$ cat src/pkg/e1tsm_pkg.sv
package e1tsm_pkg;
  // Register offsets (byte offsets on the 8-bit port, word index on APB).
  localparam logic [7:0] CTRL_FOUR_IDX    = 8'hA8;
  localparam logic [7:0] TX_CAPTURE_IDX   = 8'hA9;
  localparam logic [7:0] CTRL_FIVE_IDX    = 8'hAA;
  localparam logic [7:0] RX_CAPTURE_IDX   = 8'hAB;
  localparam logic [9:0] CTRL_FOUR_ADDR   = {CTRL_FOUR_IDX, 2'b00};
  localparam logic [9:0] TX_CAPTURE_ADDR  = {TX_CAPTURE_IDX, 2'b00};
  localparam logic [9:0] CTRL_FIVE_ADDR   = {CTRL_FIVE_IDX, 2'b00};
  localparam logic [9:0] RX_CAPTURE_ADDR  = {RX_CAPTURE_IDX, 2'b00};
  // Field layout.
  localparam int         SEL_LSB          = 0;
  localparam int         SEL_MSB          = 4;
  localparam int         LOOPBACK_BIT     = 7;
  localparam logic [7:0] CTRL_FOUR_MASK   = 8'h9F;
  localparam logic [7:0] CTRL_FIVE_MASK   = 8'h7F;
  // Reset values.
  localparam logic [7:0] CTRL_RESET       = 8'h00;
  localparam logic [7:0] CAPTURE_RESET    = 8'h00;
  // Frame timing: 32 slots of 8 bits.
  localparam int         SLOTS_PER_FRAME  = 32;
  localparam int         BITS_PER_SLOT    = 8;
endpackage

$ cat src/design/e1tsm_monitor.sv
// How it works
// - One transmit and one receive channel monitored at once, selected independently.
// - Transmit select is control-four bits 4..0, bit 0 least significant.
// - Receive select is a separate five-bit field in control-five.
// - Selected transmit octet lands at A9, receive octet in its own register.
// - Bit 7 holds the first bit on the line, bit 0 the last.
// - Receive select is control-five bits 4..0, bit 0 least significant.
`timescale 1ns/1ps
module e1tsm_monitor (
  input  wire logic        pclk,
  input  wire logic        presetn,
  input  wire logic        psel,
  input  wire logic        penable,
  input  wire logic        pwrite,
  input  wire logic [11:0] paddr,
  input  wire logic [31:0] pwdata,
  output logic             pready,
  output logic             pslverr,
  output logic [31:0]      prdata,
  input  wire logic        tx_data,
  input  wire logic        tx_frame_sync,
  input  wire logic        tx_bit_valid,
  input  wire logic        rx_data,
  input  wire logic        rx_frame_sync,
  input  wire logic        rx_bit_valid,
  output logic             remote_loopback_enable
);

  logic [7:0] common_control_four_q;
  logic [7:0] common_control_five_q;
  logic [7:0] tx_slot_octet_capture_q;
  logic [7:0] rx_slot_octet_capture_q;
  logic       mapped;
  logic [7:0] rd_byte;
  logic       wr_en;

  assign pready  = 1'b1;
  assign wr_en   = psel & penable & pwrite;

  always_comb begin
    mapped  = 1'b1;
    rd_byte = 8'h00;
    if (paddr[9:0] == e1tsm_pkg::CTRL_FOUR_ADDR && paddr[11:10] == 2'b00) begin
      rd_byte = common_control_four_q;
    end else if (paddr[9:0] == e1tsm_pkg::TX_CAPTURE_ADDR && paddr[11:10] == 2'b00) begin
      rd_byte = tx_slot_octet_capture_q;
    end else if (paddr[9:0] == e1tsm_pkg::CTRL_FIVE_ADDR && paddr[11:10] == 2'b00) begin
      rd_byte = common_control_five_q;
    end else if (paddr[9:0] == e1tsm_pkg::RX_CAPTURE_ADDR && paddr[11:10] == 2'b00) begin
      rd_byte = rx_slot_octet_capture_q;
    end else begin
      mapped = 1'b0;
    end
  end

  // Writes to the capture registers are refused, as are unmapped addresses.
  assign pslverr = psel & penable & (~mapped |
                   (pwrite & (paddr[9:0] == e1tsm_pkg::TX_CAPTURE_ADDR ||
                              paddr[9:0] == e1tsm_pkg::RX_CAPTURE_ADDR)));

  // Read data is taken in the setup cycle, so it already stands when the access phase samples it.
  always_ff @(posedge pclk or negedge presetn) begin
    if (!presetn) begin
      prdata <= 32'h0000_0000;
    end else if (psel && !penable && !pwrite) begin
      prdata <= {24'h00_0000, rd_byte};
    end
  end

  // Control-four bits 6..5 and control-five bit 7 are forced to zero so they always read back as zero; control-five keeps bits 6..5.
  always_ff @(posedge pclk or negedge presetn) begin
    if (!presetn) begin
      common_control_four_q <= e1tsm_pkg::CTRL_RESET;
    end else if (wr_en && mapped && paddr[9:0] == e1tsm_pkg::CTRL_FOUR_ADDR) begin
      common_control_four_q <= pwdata[7:0] & e1tsm_pkg::CTRL_FOUR_MASK;
    end
  end

  always_ff @(posedge pclk or negedge presetn) begin
    if (!presetn) begin
      common_control_five_q <= e1tsm_pkg::CTRL_RESET;
    end else if (wr_en && mapped && paddr[9:0] == e1tsm_pkg::CTRL_FIVE_ADDR) begin
      common_control_five_q <= pwdata[7:0] & e1tsm_pkg::CTRL_FIVE_MASK;
    end
  end

  assign remote_loopback_enable = common_control_four_q[e1tsm_pkg::LOOPBACK_BIT];

  // The two capture paths are identical; separate instances keep them independent.
  e1tsm_slot_tap u_tx_tap (
    .pclk       (pclk),
    .presetn    (presetn),
    .line_bit   (tx_data),
    .frame_sync (tx_frame_sync),
    .bit_valid  (tx_bit_valid),
    .slot_sel   (common_control_four_q[e1tsm_pkg::SEL_MSB:e1tsm_pkg::SEL_LSB]),
    .octet      (tx_slot_octet_capture_q)
  );

  e1tsm_slot_tap u_rx_tap (
    .pclk       (pclk),
    .presetn    (presetn),
    .line_bit   (rx_data),
    .frame_sync (rx_frame_sync),
    .bit_valid  (rx_bit_valid),
    .slot_sel   (common_control_five_q[e1tsm_pkg::SEL_MSB:e1tsm_pkg::SEL_LSB]),
    .octet      (rx_slot_octet_capture_q)
  );

endmodule

// Framer stream inputs come from another clock, so each passes three stages.
module e1tsm_slot_tap (
  input  wire logic       pclk,
  input  wire logic       presetn,
  input  wire logic       line_bit,
  input  wire logic       frame_sync,
  input  wire logic       bit_valid,
  input  wire logic [4:0] slot_sel,
  output logic [7:0]      octet
);

  logic [2:0] bit_sync_q;
  logic [2:0] fs_sync_q;
  logic [2:0] bv_sync_q;
  logic       bv_level_q;
  logic       fs_level_q;
  logic [7:0] bit_pos_q;
  logic [7:0] shift_q;
  logic       bv_rise;
  logic       bv_now;
  logic       fs_now;
  logic [7:0] pos_here;
  logic [7:0] sel_end;

  always_ff @(posedge pclk or negedge presetn) begin
    if (!presetn) begin
      bit_sync_q <= 3'h0;
      fs_sync_q  <= 3'h0;
      bv_sync_q  <= 3'h0;
    end else begin
      bit_sync_q <= {bit_sync_q[1:0], line_bit};
      fs_sync_q  <= {fs_sync_q[1:0], frame_sync};
      bv_sync_q  <= {bv_sync_q[1:0], bit_valid};
    end
  end

  // A change is believed only once the second and third stages agree.
  always_ff @(posedge pclk or negedge presetn) begin
    if (!presetn) begin
      bv_level_q <= 1'b0;
      fs_level_q <= 1'b0;
    end else begin
      if (bv_sync_q[1] == bv_sync_q[2]) bv_level_q <= bv_sync_q[2];
      if (fs_sync_q[1] == fs_sync_q[2]) fs_level_q <= fs_sync_q[2];
    end
  end

  assign bv_now   = (bv_sync_q[1] == bv_sync_q[2]) ? bv_sync_q[2] : bv_level_q;
  assign fs_now   = (fs_sync_q[1] == fs_sync_q[2]) ? fs_sync_q[2] : fs_level_q;
  assign bv_rise  = bv_now & ~bv_level_q;
  // Frame sync stands high through the whole first bit of slot 0, so it is taken as a level
  // when that bit's valid edge arrives; the two rising edges lie half a bit apart and never meet.
  // This lets the count lock to any frame, not only to the one that follows reset.
  // A stream that starts mid-frame gives wrong captures until its first frame sync.
  assign pos_here = (fs_now && bv_rise) ? 8'h00 : bit_pos_q;
  assign sel_end  = {slot_sel, 3'h7};

  // The position wraps at 256, one frame, so it stays in step between frame syncs.
  always_ff @(posedge pclk or negedge presetn) begin
    if (!presetn) begin
      bit_pos_q <= 8'h00;
    end else if (bv_rise) begin
      bit_pos_q <= pos_here + 8'h01;
    end
  end

  // First bit on the line ends up in bit 7.
  always_ff @(posedge pclk or negedge presetn) begin
    if (!presetn) begin
      shift_q <= 8'h00;
    end else if (bv_rise) begin
      shift_q <= {shift_q[6:0], bit_sync_q[2]};
    end
  end

  // A new select takes effect at the next end of the chosen slot; until then the old octet stands.
  always_ff @(posedge pclk or negedge presetn) begin
    if (!presetn) begin
      octet <= e1tsm_pkg::CAPTURE_RESET;
    end else if (bv_rise && pos_here == sel_end) begin
      octet <= {shift_q[6:0], bit_sync_q[2]};
    end
  end

endmodule

$ cat config.mk
export PLATFORM = sky130hd
export DESIGN_NAME = e1tsm_monitor
export DESIGN_NICKNAME = d
export VERILOG_FILES = /design/src/pkg/e1tsm_pkg.sv /design/src/design/e1tsm_monitor.sv
export SDC_FILE = /design/constraint.sdc
export NUM_CORES = 1
export LEC_CHECK = 0
export ABC_AREA = 1
export BUFFER_PORTS_ARGS = -buffer_cell sky130_fd_sc_hd__buf_2
export CORE_MARGIN = 4
export CORE_UTILIZATION = 59
export CTS_CLUSTER_DIAMETER = 100
export CTS_CLUSTER_SIZE = 16
export DETAILED_ROUTE_END_ITERATION = 7
export PLACE_DENSITY = 0.93
export RECOVER_POWER = 25
export SLEW_MARGIN = 20
export SYNTH_ARGS = -nofsm -noshare
export SYNTH_HDL_FRONTEND = slang
export SYNTH_SLANG_ARGS = --single-unit
export TNS_END_PERCENT = 50
$ cat constraint.sdc
create_clock -name pclk -period 4.59 [get_ports pclk]
set_input_delay 0.6885 -clock pclk [delete_from_list [all_inputs] [get_ports pclk]]
set_output_delay 0.6885 -clock pclk [all_outputs]
set_load 0.05 [all_outputs]
After elaboration in Yosys (flattened, before gate mapping)
Index checks and enable logic that the tools add are counted.
Storage, ports and cells
  register bits: 89
  bits of input ports: 55
Cells by class
  mux-type cells: 14
  add/sub/neg operators: 2
  bitwise gates (word level): 10
  reduce and logical (&&, ||, !) cells: 17
  equal/unequal tests: 10
Operators by type and width (count)
  8-bit two-way mux: 6
  10-bit equality test, second input constant: 4
  8-bit by 1-bit adder with 8-bit output, second input constant: 2
  8-bit equality test: 2
  1-bit logical AND: 13
  1-bit two-way mux: 8
  1-bit bitwise AND: 6
  1-bit equality test: 4
  1-bit NOT: 3
  1-bit zero test: 2
  2-bit zero test: 1
  1-bit logical OR: 1
  1-bit bitwise OR: 1

Longest topological paths before layout
Gate-level depths: netlist of the first run.
  depth after elaboration: 9
  gate-level depth with buffers: 15
  mapped depth without buffers: 15

Hierarchy
A second synthesis of the first run with hierarchy kept.
Second synthesis, totals
  cell total of the unflattened synthesis: 527
  area total of the unflattened synthesis: 4501.8 µm²
Modules (own cells, without submodules)
  e1tsm_slot_tap: sequential area each 850.8 µm², instances 2, cells each 164, area an instance 1516.5 µm²
  e1tsm_monitor: sequential area each 525.5 µm², instances 1, cells each 199, area an instance 1468.9 µm²

Worst setup path after synthesis of the first run
No wires, ideal clock.
  path type: input-to-output
  start: input port paddr[4]
  end: output port pslverr
  arrival time: 2.478 ns
  stages on the path: 8
  setup slack: 1.424 ns
  buffers on the path: 0
  cell sequence: nor2_1 nand3_1 nor2_2 nand2_1 clkinv_2 nand2_2 nand3_2 o21ai_0
Between the ends
  cells in the longest elaborated chain, start to end: 9
RTL lines
  from (decl): line e1tsm_monitor.sv:15  | input wire logic [11:0] paddr,
  10-bit equality test: line e1tsm_monitor.sv:49, e1tsm_monitor.sv:59
  1-bit logical AND: line e1tsm_monitor.sv:49  | end else if (paddr[9:0] == e1tsm_pkg::RX_CAPTURE_ADDR && paddr[11:10] == 2'b00) begin
  1-bit two-way mux: line e1tsm_monitor.sv:49
  1-bit two-way mux: line e1tsm_monitor.sv:47  | end else if (paddr[9:0] == e1tsm_pkg::CTRL_FIVE_ADDR && paddr[11:10] == 2'b00) begin
  1-bit two-way mux: line e1tsm_monitor.sv:45  | end else if (paddr[9:0] == e1tsm_pkg::TX_CAPTURE_ADDR && paddr[11:10] == 2'b00) begin
  1-bit two-way mux: line e1tsm_monitor.sv:43  | if (paddr[9:0] == e1tsm_pkg::CTRL_FOUR_ADDR && paddr[11:10] == 2'b00) begin
  1-bit NOT: line e1tsm_monitor.sv:57  | assign pslverr = psel & penable & (~mapped |
  1-bit bitwise OR (*): line e1tsm_monitor.sv:57
  1-bit bitwise AND (*): line e1tsm_monitor.sv:57
  to (decl): line e1tsm_monitor.sv:18  | output logic pslverr,
Every way passes the cells marked *; elsewhere a longest branch is shown, timed or not.

Final worst setup path of the first run
Ends and elaborated chain as after synthesis.

==> impl_metrics.ini, run 1 <==
[run_status]
status = completed

[cts]
clk-insertion-delay-late_ps = 360
cts_buffers = 9
cts_tree = done
post_cts_buffers = 0
cts_sinks = 89
cts_buffer_depth = 2
clk_pin_slew_ps = 90
htree_levels = 3
post_cts_resize_count = 0
ctsHoldBuffers = 0
cts_root_buffer = clkbuf_8

[synth]
ys_top_cells_by_area = dfrtp_1 (50%), nand2_1 (14%), inv_1 (4.8%), nand4_1 (4.8%), buf_4 (4.2%)
yosys_register_bits = 89
synth_async_sr_flop_share_pct = 100
syn_avg_cell_area_um2 = 8.52
post-synth-top-area-fraction_pct = 50.4
syn_inst = 519
synth_edf_count = 0
synth_common_cells = nand2_1 (167), dfrtp_1 (89), inv_1 (57)
synth_cell_types = 38
synth.most_common_cell = nand2_1
synth_warnings = 0
synth_area_um2 = 4420
synth_ff_type = dfrtp_1
synth_top_area_cell = dfrtp_1
ys_seq_area_share_pct = 50.4

[sta]
tightest_slew_ps = 1330
hold_viol = 0
period_needed_ps = 2880
fin_crit_sh_pct = 62.8
fin_skew_ps = 11.8
finalSetupViolCount = 0
worst_slack_ps = 1710
fin_setup_tns_ps = 0
slew_violations = 0
relSlewSlack_pct = 11.2
clock.fmax_mhz = 347
grt_setup_unrepaired = false

[detailed_routing]
ant_nets = 0
post-route-drc-count = 0
wl_mm = 8.95
vias = 3439
via_per_inst = 5.15
first_iter_violations = 184
routedWlPerCell_um = 13.4
drtPass1Iterations = 5

[place]
numPortBuffers = 40
dp_slack_ps = 1690
dpl.hpwl_mm = 6.76
gp_congestion = 0.837
dp.cells = 652
placed_cell_area_um2 = 4620

[floorplan]
die_h_um = 94.6
die_w_um = 94.6
dieArea_um2 = 8940
start_util_pct = 60.9
design.portCount = 90
core_region_area_um2 = 7250
num_rows = 31

[hold_path]
hold_class = register to register
hp-start = u_rx_tap.fs_sync_q[0]

[worst_setup_path]
crit_fanout = 16
cp.arrival_ps = 2190
criticalPathCategory = primary input to output port
r2r-start = u_rx_tap.bv_level_q
worstSetupStartpointType = primary input
worstSetupEndpointType = output port
r2r_slack_ps = 2350
cp-startpoint = paddr[4]
required_ps = 3900

[layout]
layout-drive-gt1-share_pct = 18.1
instances_no_fill = 668
final_nets = 621
area_growth_pct = 8.97
antenna_cells = 0
nFillCells = 578
final_area_um2 = 4820

[pwr]
finalPower_mw = 1.87
powerDensity_nw_per_um2 = 387
ir_worst_vdd_v = 0.000222
leakagePower_nw = 2.59

[run]
maxCapViolations = 0

[global_routing]
grt-ovfl-total = 0
antenna_found_initial = 0
grt_pass1_wl_mm = 15.2
grt_usage_pct = 21.8
grt_pass1_vias = 3327
grt_max_degree = 65
-- path summary, 6_finish.rpt --
path / endpoint / cells after the start
max: pslverr / 10
min: u_rx_tap.fs_sync_q[1] / 0
max reg2reg: u_rx_tap.octet[3] / 14
min reg2reg: u_rx_tap.fs_sync_q[1] / 0
max in group asynchronous: prdata[7] / 2
min in group asynchronous: u_rx_tap.shift_q[1] / 1
-- state kept, by name (all words and copies together) (netlist names), 3 cells and up --
name and count:
u_rx_tap.bit_sync_q 3, u_tx_tap.octet 8, common_control_four_q 6, u_rx_tap.bv_sync_q 3, u_rx_tap.octet 8, common_control_five_q 7, prdata 8, u_rx_tap.shift_q 7
u_tx_tap.bv_sync_q 3, u_rx_tap.fs_sync_q 3, u_tx_tap.bit_sync_q 3, u_tx_tap.fs_sync_q 3, u_tx_tap.shift_q 7, u_tx_tap.bit_pos_q 8, u_rx_tap.bit_pos_q 8
-- through the flow --
step | hold slack [ps] | util, %
2_1_floorplan | 331 | -
3_3_place_gp | 334 | 63.7
3_5_place_dp | 336 | 63.7
4_1_cts | 209 | 66.6
5_1_grt | 351 | 66.4
6_report | 348 | 66.4
-- per-layer routing --
metal  GRT usage [%]  wire length (um)
met3            5.34               439
met2            38.5              4840
met5               0                 0
met1            26.1              3540
met4            6.85               133
-- cells by family (layout without fill, tap and decap cells) --
kind of cell	count (synthesis)	in the layout	share of synthesized area, %
AND/OR/NAND/NOR	291	291	32.2
flip-flops	89	89	50.4
AO/OA/AOI/OAI	30	30	4.10
other	2	25	0.170
buffers and inverters	95	122	10.6
XOR/XNOR	9	9	1.78
adder cells (fa/ha/maj)	3	3	0.792
-- layout by cell type (no fill, tap or decap), types with 3 or more instances in the layout --
cell type | synthesis | final
a21oi_1 | 3 | 4
buf_2 | 0 | 39
clkbuf_8 | 0 | 10
clkinv_2 | 1 | 3
conb_1 | 2 | 25
dfrtp_1 | 89 | 89
inv_1 | 57 | 57
inv_2 | 6 | 6
nand2_1 | 167 | 168
nand2_2 | 10 | 9
nand3_1 | 22 | 22
nand3_2 | 7 | 7
nand4_1 | 34 | 34
nor2_1 | 23 | 23
nor2_2 | 6 | 6
nor2_4 | 7 | 7
o211ai_1 | 3 | 3
o21a_1 | 4 | 4
o21ai_0 | 10 | 10
o21ai_1 | 3 | 3
o22ai_1 | 3 | 3
or2_2 | 5 | 5
xor2_1 | 7 | 7
-- worst max-delay path: stages --
cell	delay, ps
buf_2	80
nor2_1	40
nand3_1	100
nor2_2	80
nand2_1	110
clkinv_2	140
nand2_2	140
nand3_2	290
o21ai_0	230
buf_2	290
-- power breakdown --
part           total [mW]  switching (mW)  internal (mW)  leakage, nW
combinational       0.343           0.238          0.105         1.32
clock               0.549           0.281          0.268        0.107
sequential          0.974          0.0800          0.894         1.16
total                1.87           0.599           1.27         2.59
-- final cells by class --
cell class / instances / area (um^2) / area share [%]
clock buffer: 10 / 138 / 2.86
clock inverter: 6 / 66.3 / 1.38
inverter: 64 / 241 / 5.01
multi-input combinational: 358 / 1810 / 37.5
sequential: 89 / 2230 / 46.2
tap: 99 / 124 / 2.57
timing repair buffer: 42 / 214 / 4.44
Power figures use the tool's default switching activity.
==> run 2, diff against run 1 <==
--- a/config.mk
+++ b/config.mk
@@ -5,14 +5,14 @@
 export SDC_FILE = /design/constraint.sdc
 export NUM_CORES = 1
 export LEC_CHECK = 0
-export ABC_AREA = 1
+export ABC_AREA = 0
 export BUFFER_PORTS_ARGS = -buffer_cell sky130_fd_sc_hd__buf_2
 export CORE_MARGIN = 4
-export CORE_UTILIZATION = 59
+export CORE_UTILIZATION = 49
 export CTS_CLUSTER_DIAMETER = 100
 export CTS_CLUSTER_SIZE = 16
 export DETAILED_ROUTE_END_ITERATION = 7
-export PLACE_DENSITY = 0.93
+export PLACE_DENSITY = 0.84
 export RECOVER_POWER = 25
 export SLEW_MARGIN = 20
 export SYNTH_ARGS = -nofsm -noshare
==> constraint.sdc (replaced) <==
create_clock -name pclk -period 2.4 [get_ports pclk]
set_input_delay 0.36 -clock pclk [delete_from_list [all_inputs] [get_ports pclk]]
set_output_delay 0.36 -clock pclk [all_outputs]
set_load 0.05 [all_outputs]
==> impl_metrics.ini, run 2 <==
[run_status]
status = completed

[floorplan]
design.portCount = 90
core_region_area_um2 = 7810
num_rows = 32
dieArea_um2 = 9610
die_h_um = 98.1
start_util_pct = 50.9
die_w_um = 98.1

[global_routing]
grt_pass1_wl_mm = 13.2
grtUsageMet3_pct = 5.36
grt_usage_pct = 17.2
grt_use_met2_pct = 28.3
grt_max_degree = 46
antenna_found_initial = 1
grt-ovfl-total = 0
grt.busiest_layer = met2
use_met1_pct = 21.1
grt_pass1_vias = 2670

[detailed_routing]
via_per_inst = 5.24
ant_nets = 0
vias = 2621
routedWlPerCell_um = 15.4
drtPass1Iterations = 4
wl_mm = 7.70
post-route-drc-count = 0
first_iter_violations = 215

[layout]
final_area_um2 = 4440
final_nets = 450
mostFrequentLayoutCells = dfrtp_1 (89), nand2_1 (67), buf_2 (39), conb_1 (25), mux2_2 (24)
area_growth_pct = 11.8
instances_no_fill = 500
layout-drive-gt1-share_pct = 27.4
nFillCells = 647
antenna_cells = 0
mostFrequentLayoutCell = dfrtp_1

[cts]
clk-insertion-delay-late_ps = 360
cts_root_buffer = clkbuf_8
cts_buffers = 9
cts_sinks = 89
post_cts_buffers = 0
cts_tree = done
htree_levels = 3
cts_buffer_depth = 2
clk_pin_slew_ps = 90

[sta]
fin_setup_tns_ps = 0
fin_skew_ps = 10.8
slew_violations = 0
holdWs_ps = 95.6
hold_viol = 0
fin_crit_sh_pct = 95.3
relSlewSlack_pct = 25.1
clock.fmax_mhz = 437
tightest_slew_ps = 1120
period_needed_ps = 2290
finalSetupViolCount = 0
grt_setup_unrepaired = false

[pwr]
power.share.clock_pct = 30.1
switching_share_pct = 29.2
switchingPower_uw = 913
p_seq_share_pct = 55.8
ir_worst_vdd_v = 0.000292
combPwrFrac_pct = 14.1
internal_power_mw = 2.21
powerDensity_nw_per_um2 = 703
leakagePower_nw = 2.22

[synth]
synth_common_cells = dfrtp_1 (89), nand2_1 (67), buf_4 (26)
synth_top_area_cell = dfrtp_1
synth.most_common_cell = dfrtp_1
ys_seq_area_share_pct = 56.0
synth_warnings = 0
ys_top_cells_by_area = dfrtp_1 (56%), mux2_2 (6.8%), nand2_1 (6.3%), buf_4 (4.9%), mux4_2 (2.8%)
post-synth-top-area-fraction_pct = 56.0
synth_ff_type = dfrtp_1
syn_avg_cell_area_um2 = 11.6
syn_inst = 344
synth_edf_count = 0
synth_area_um2 = 3970
synth_async_sr_flop_share_pct = 100
yosys_register_bits = 89
synth_cell_types = 42

[hold_path]
whs_endpoint = u_tx_tap.bit_sync_q[0]
hold_class = primary input to register
holdPathStages = 1
hp-start = tx_data

[worst_setup_path]
worst-r2r-cell-count = 7
required_ps = 2640
worst-path-buf-inv = 1
slowest_stage = or4_1
cp.arrival_ps = 2530
r2r_end = u_rx_tap.octet[2]
path_delay_family = simple AND/OR/NAND/NOR gates
crit_fanout = 8
r2r-start = u_rx_tap.fs_level_q
worstPathCellList = maj3_2 -> a21boi_1 -> ha_2 -> nand2_1 -> or4_1 -> buf_4 -> mux2_2
worstSetupStartpointType = register
criticalPathCategory = register to register
r2r_slack_ps = 110
worstSetupEndpointType = register
cpPeakStageDelay_ps = 520

[place]
numPortBuffers = 40
dpl.hpwl_mm = 5.45
gp_congestion = 0.755
dp.cells = 483
placed_cell_area_um2 = 4250

[run]
maxCapViolations = 0
## run 2: cell types whose count changed in the layout (fill, tap and decap cells not counted), moves of 9 or more
cell | before | now
buf_4 | 2 | 12
inv_1 | 57 | 1
mux2_2 | 0 | 24
nand2_1 | 168 | 67
nand2_2 | 9 | 0
nand3_1 | 22 | 5
nand4_1 | 34 | 4
nor2_1 | 23 | 13
## run 2: worst max path at each step
stage / from / endpoint / slack (ps) / cells after the start
6_report: u_rx_tap.fs_level_q / u_rx_tap.octet[2] / 110 / 7
4_1_cts: u_rx_tap.fs_level_q / u_rx_tap.octet[2] / 20 / 7
5_1_grt: u_rx_tap.fs_sync_q[1] / u_rx_tap.octet[0] / 3 / 7
2_1_floorplan: u_rx_tap.fs_level_q / u_rx_tap.octet[0] / 30 / 8
3_3_place_gp: u_rx_tap.fs_level_q / u_rx_tap.octet[0] / 150 / 7
3_5_place_dp: u_rx_tap.fs_level_q / u_rx_tap.octet[2] / 40 / 7
## run 2: kinds of logic after synthesis
kind of cell | count (synthesis) | synth area share (%)
AND/OR/NAND/NOR | 122 | 14.9
flip-flops | 89 | 56.0
buffers and inverters | 40 | 6.33
multiplexers | 39 | 13.0
AO/OA/AOI/OAI | 32 | 4.79
XOR/XNOR | 14 | 3.09
adder cells (fa/ha/maj) | 6 | 1.64
other | 2 | 0.189
## run 2: repair_timing
action	4_1_cts	5_1_grt
setup endpoints to repair	8	8
pin swaps	0	1
hold buffers	1	0
gates resized for setup	2	2
hold endpoints to repair	4	0
gates cloned	0	0
## run 2: area by class of cell
class	count	area, um^2	area share, %
well taps	102	128	2.87
repair buffers	54	320	7.21
flip-flops and latches	89	2230	50.1
multi-input cells	238	1590	35.7
clock buffers	11	141	3.18
clock inverters	5	38.8	0.873
inverters	1	3.75	0.0845
## run 2: stage by stage
stage	utilization, %	total power, mW	setup WS (ps)
final	56.9	3.12	113
after global routing	56.9	3.29	3.02
after CTS	56.9	3.14	24.5
after detailed placement	54.5	2.21	35.2
after global placement	54.5	2.17	147
after floorplan	-	2.08	26.7
## run 2: layer usage
metal,routed length (um),vias to the layer above
met3,484,17
met1,3190,1296
met2,3840,92
met4,172,2
met5,12,-
li1,-,1214
## run 2: power by group through the flow
stage          clock [mW]  combinational, mW  sequential, mW
3_3_place_gp            0              0.410            1.76
5_1_grt              1.03              0.497            1.76
6_report            0.940              0.439            1.74
3_5_place_dp            0              0.434            1.77
2_1_floorplan           0              0.342            1.74
4_1_cts             0.958              0.441            1.74
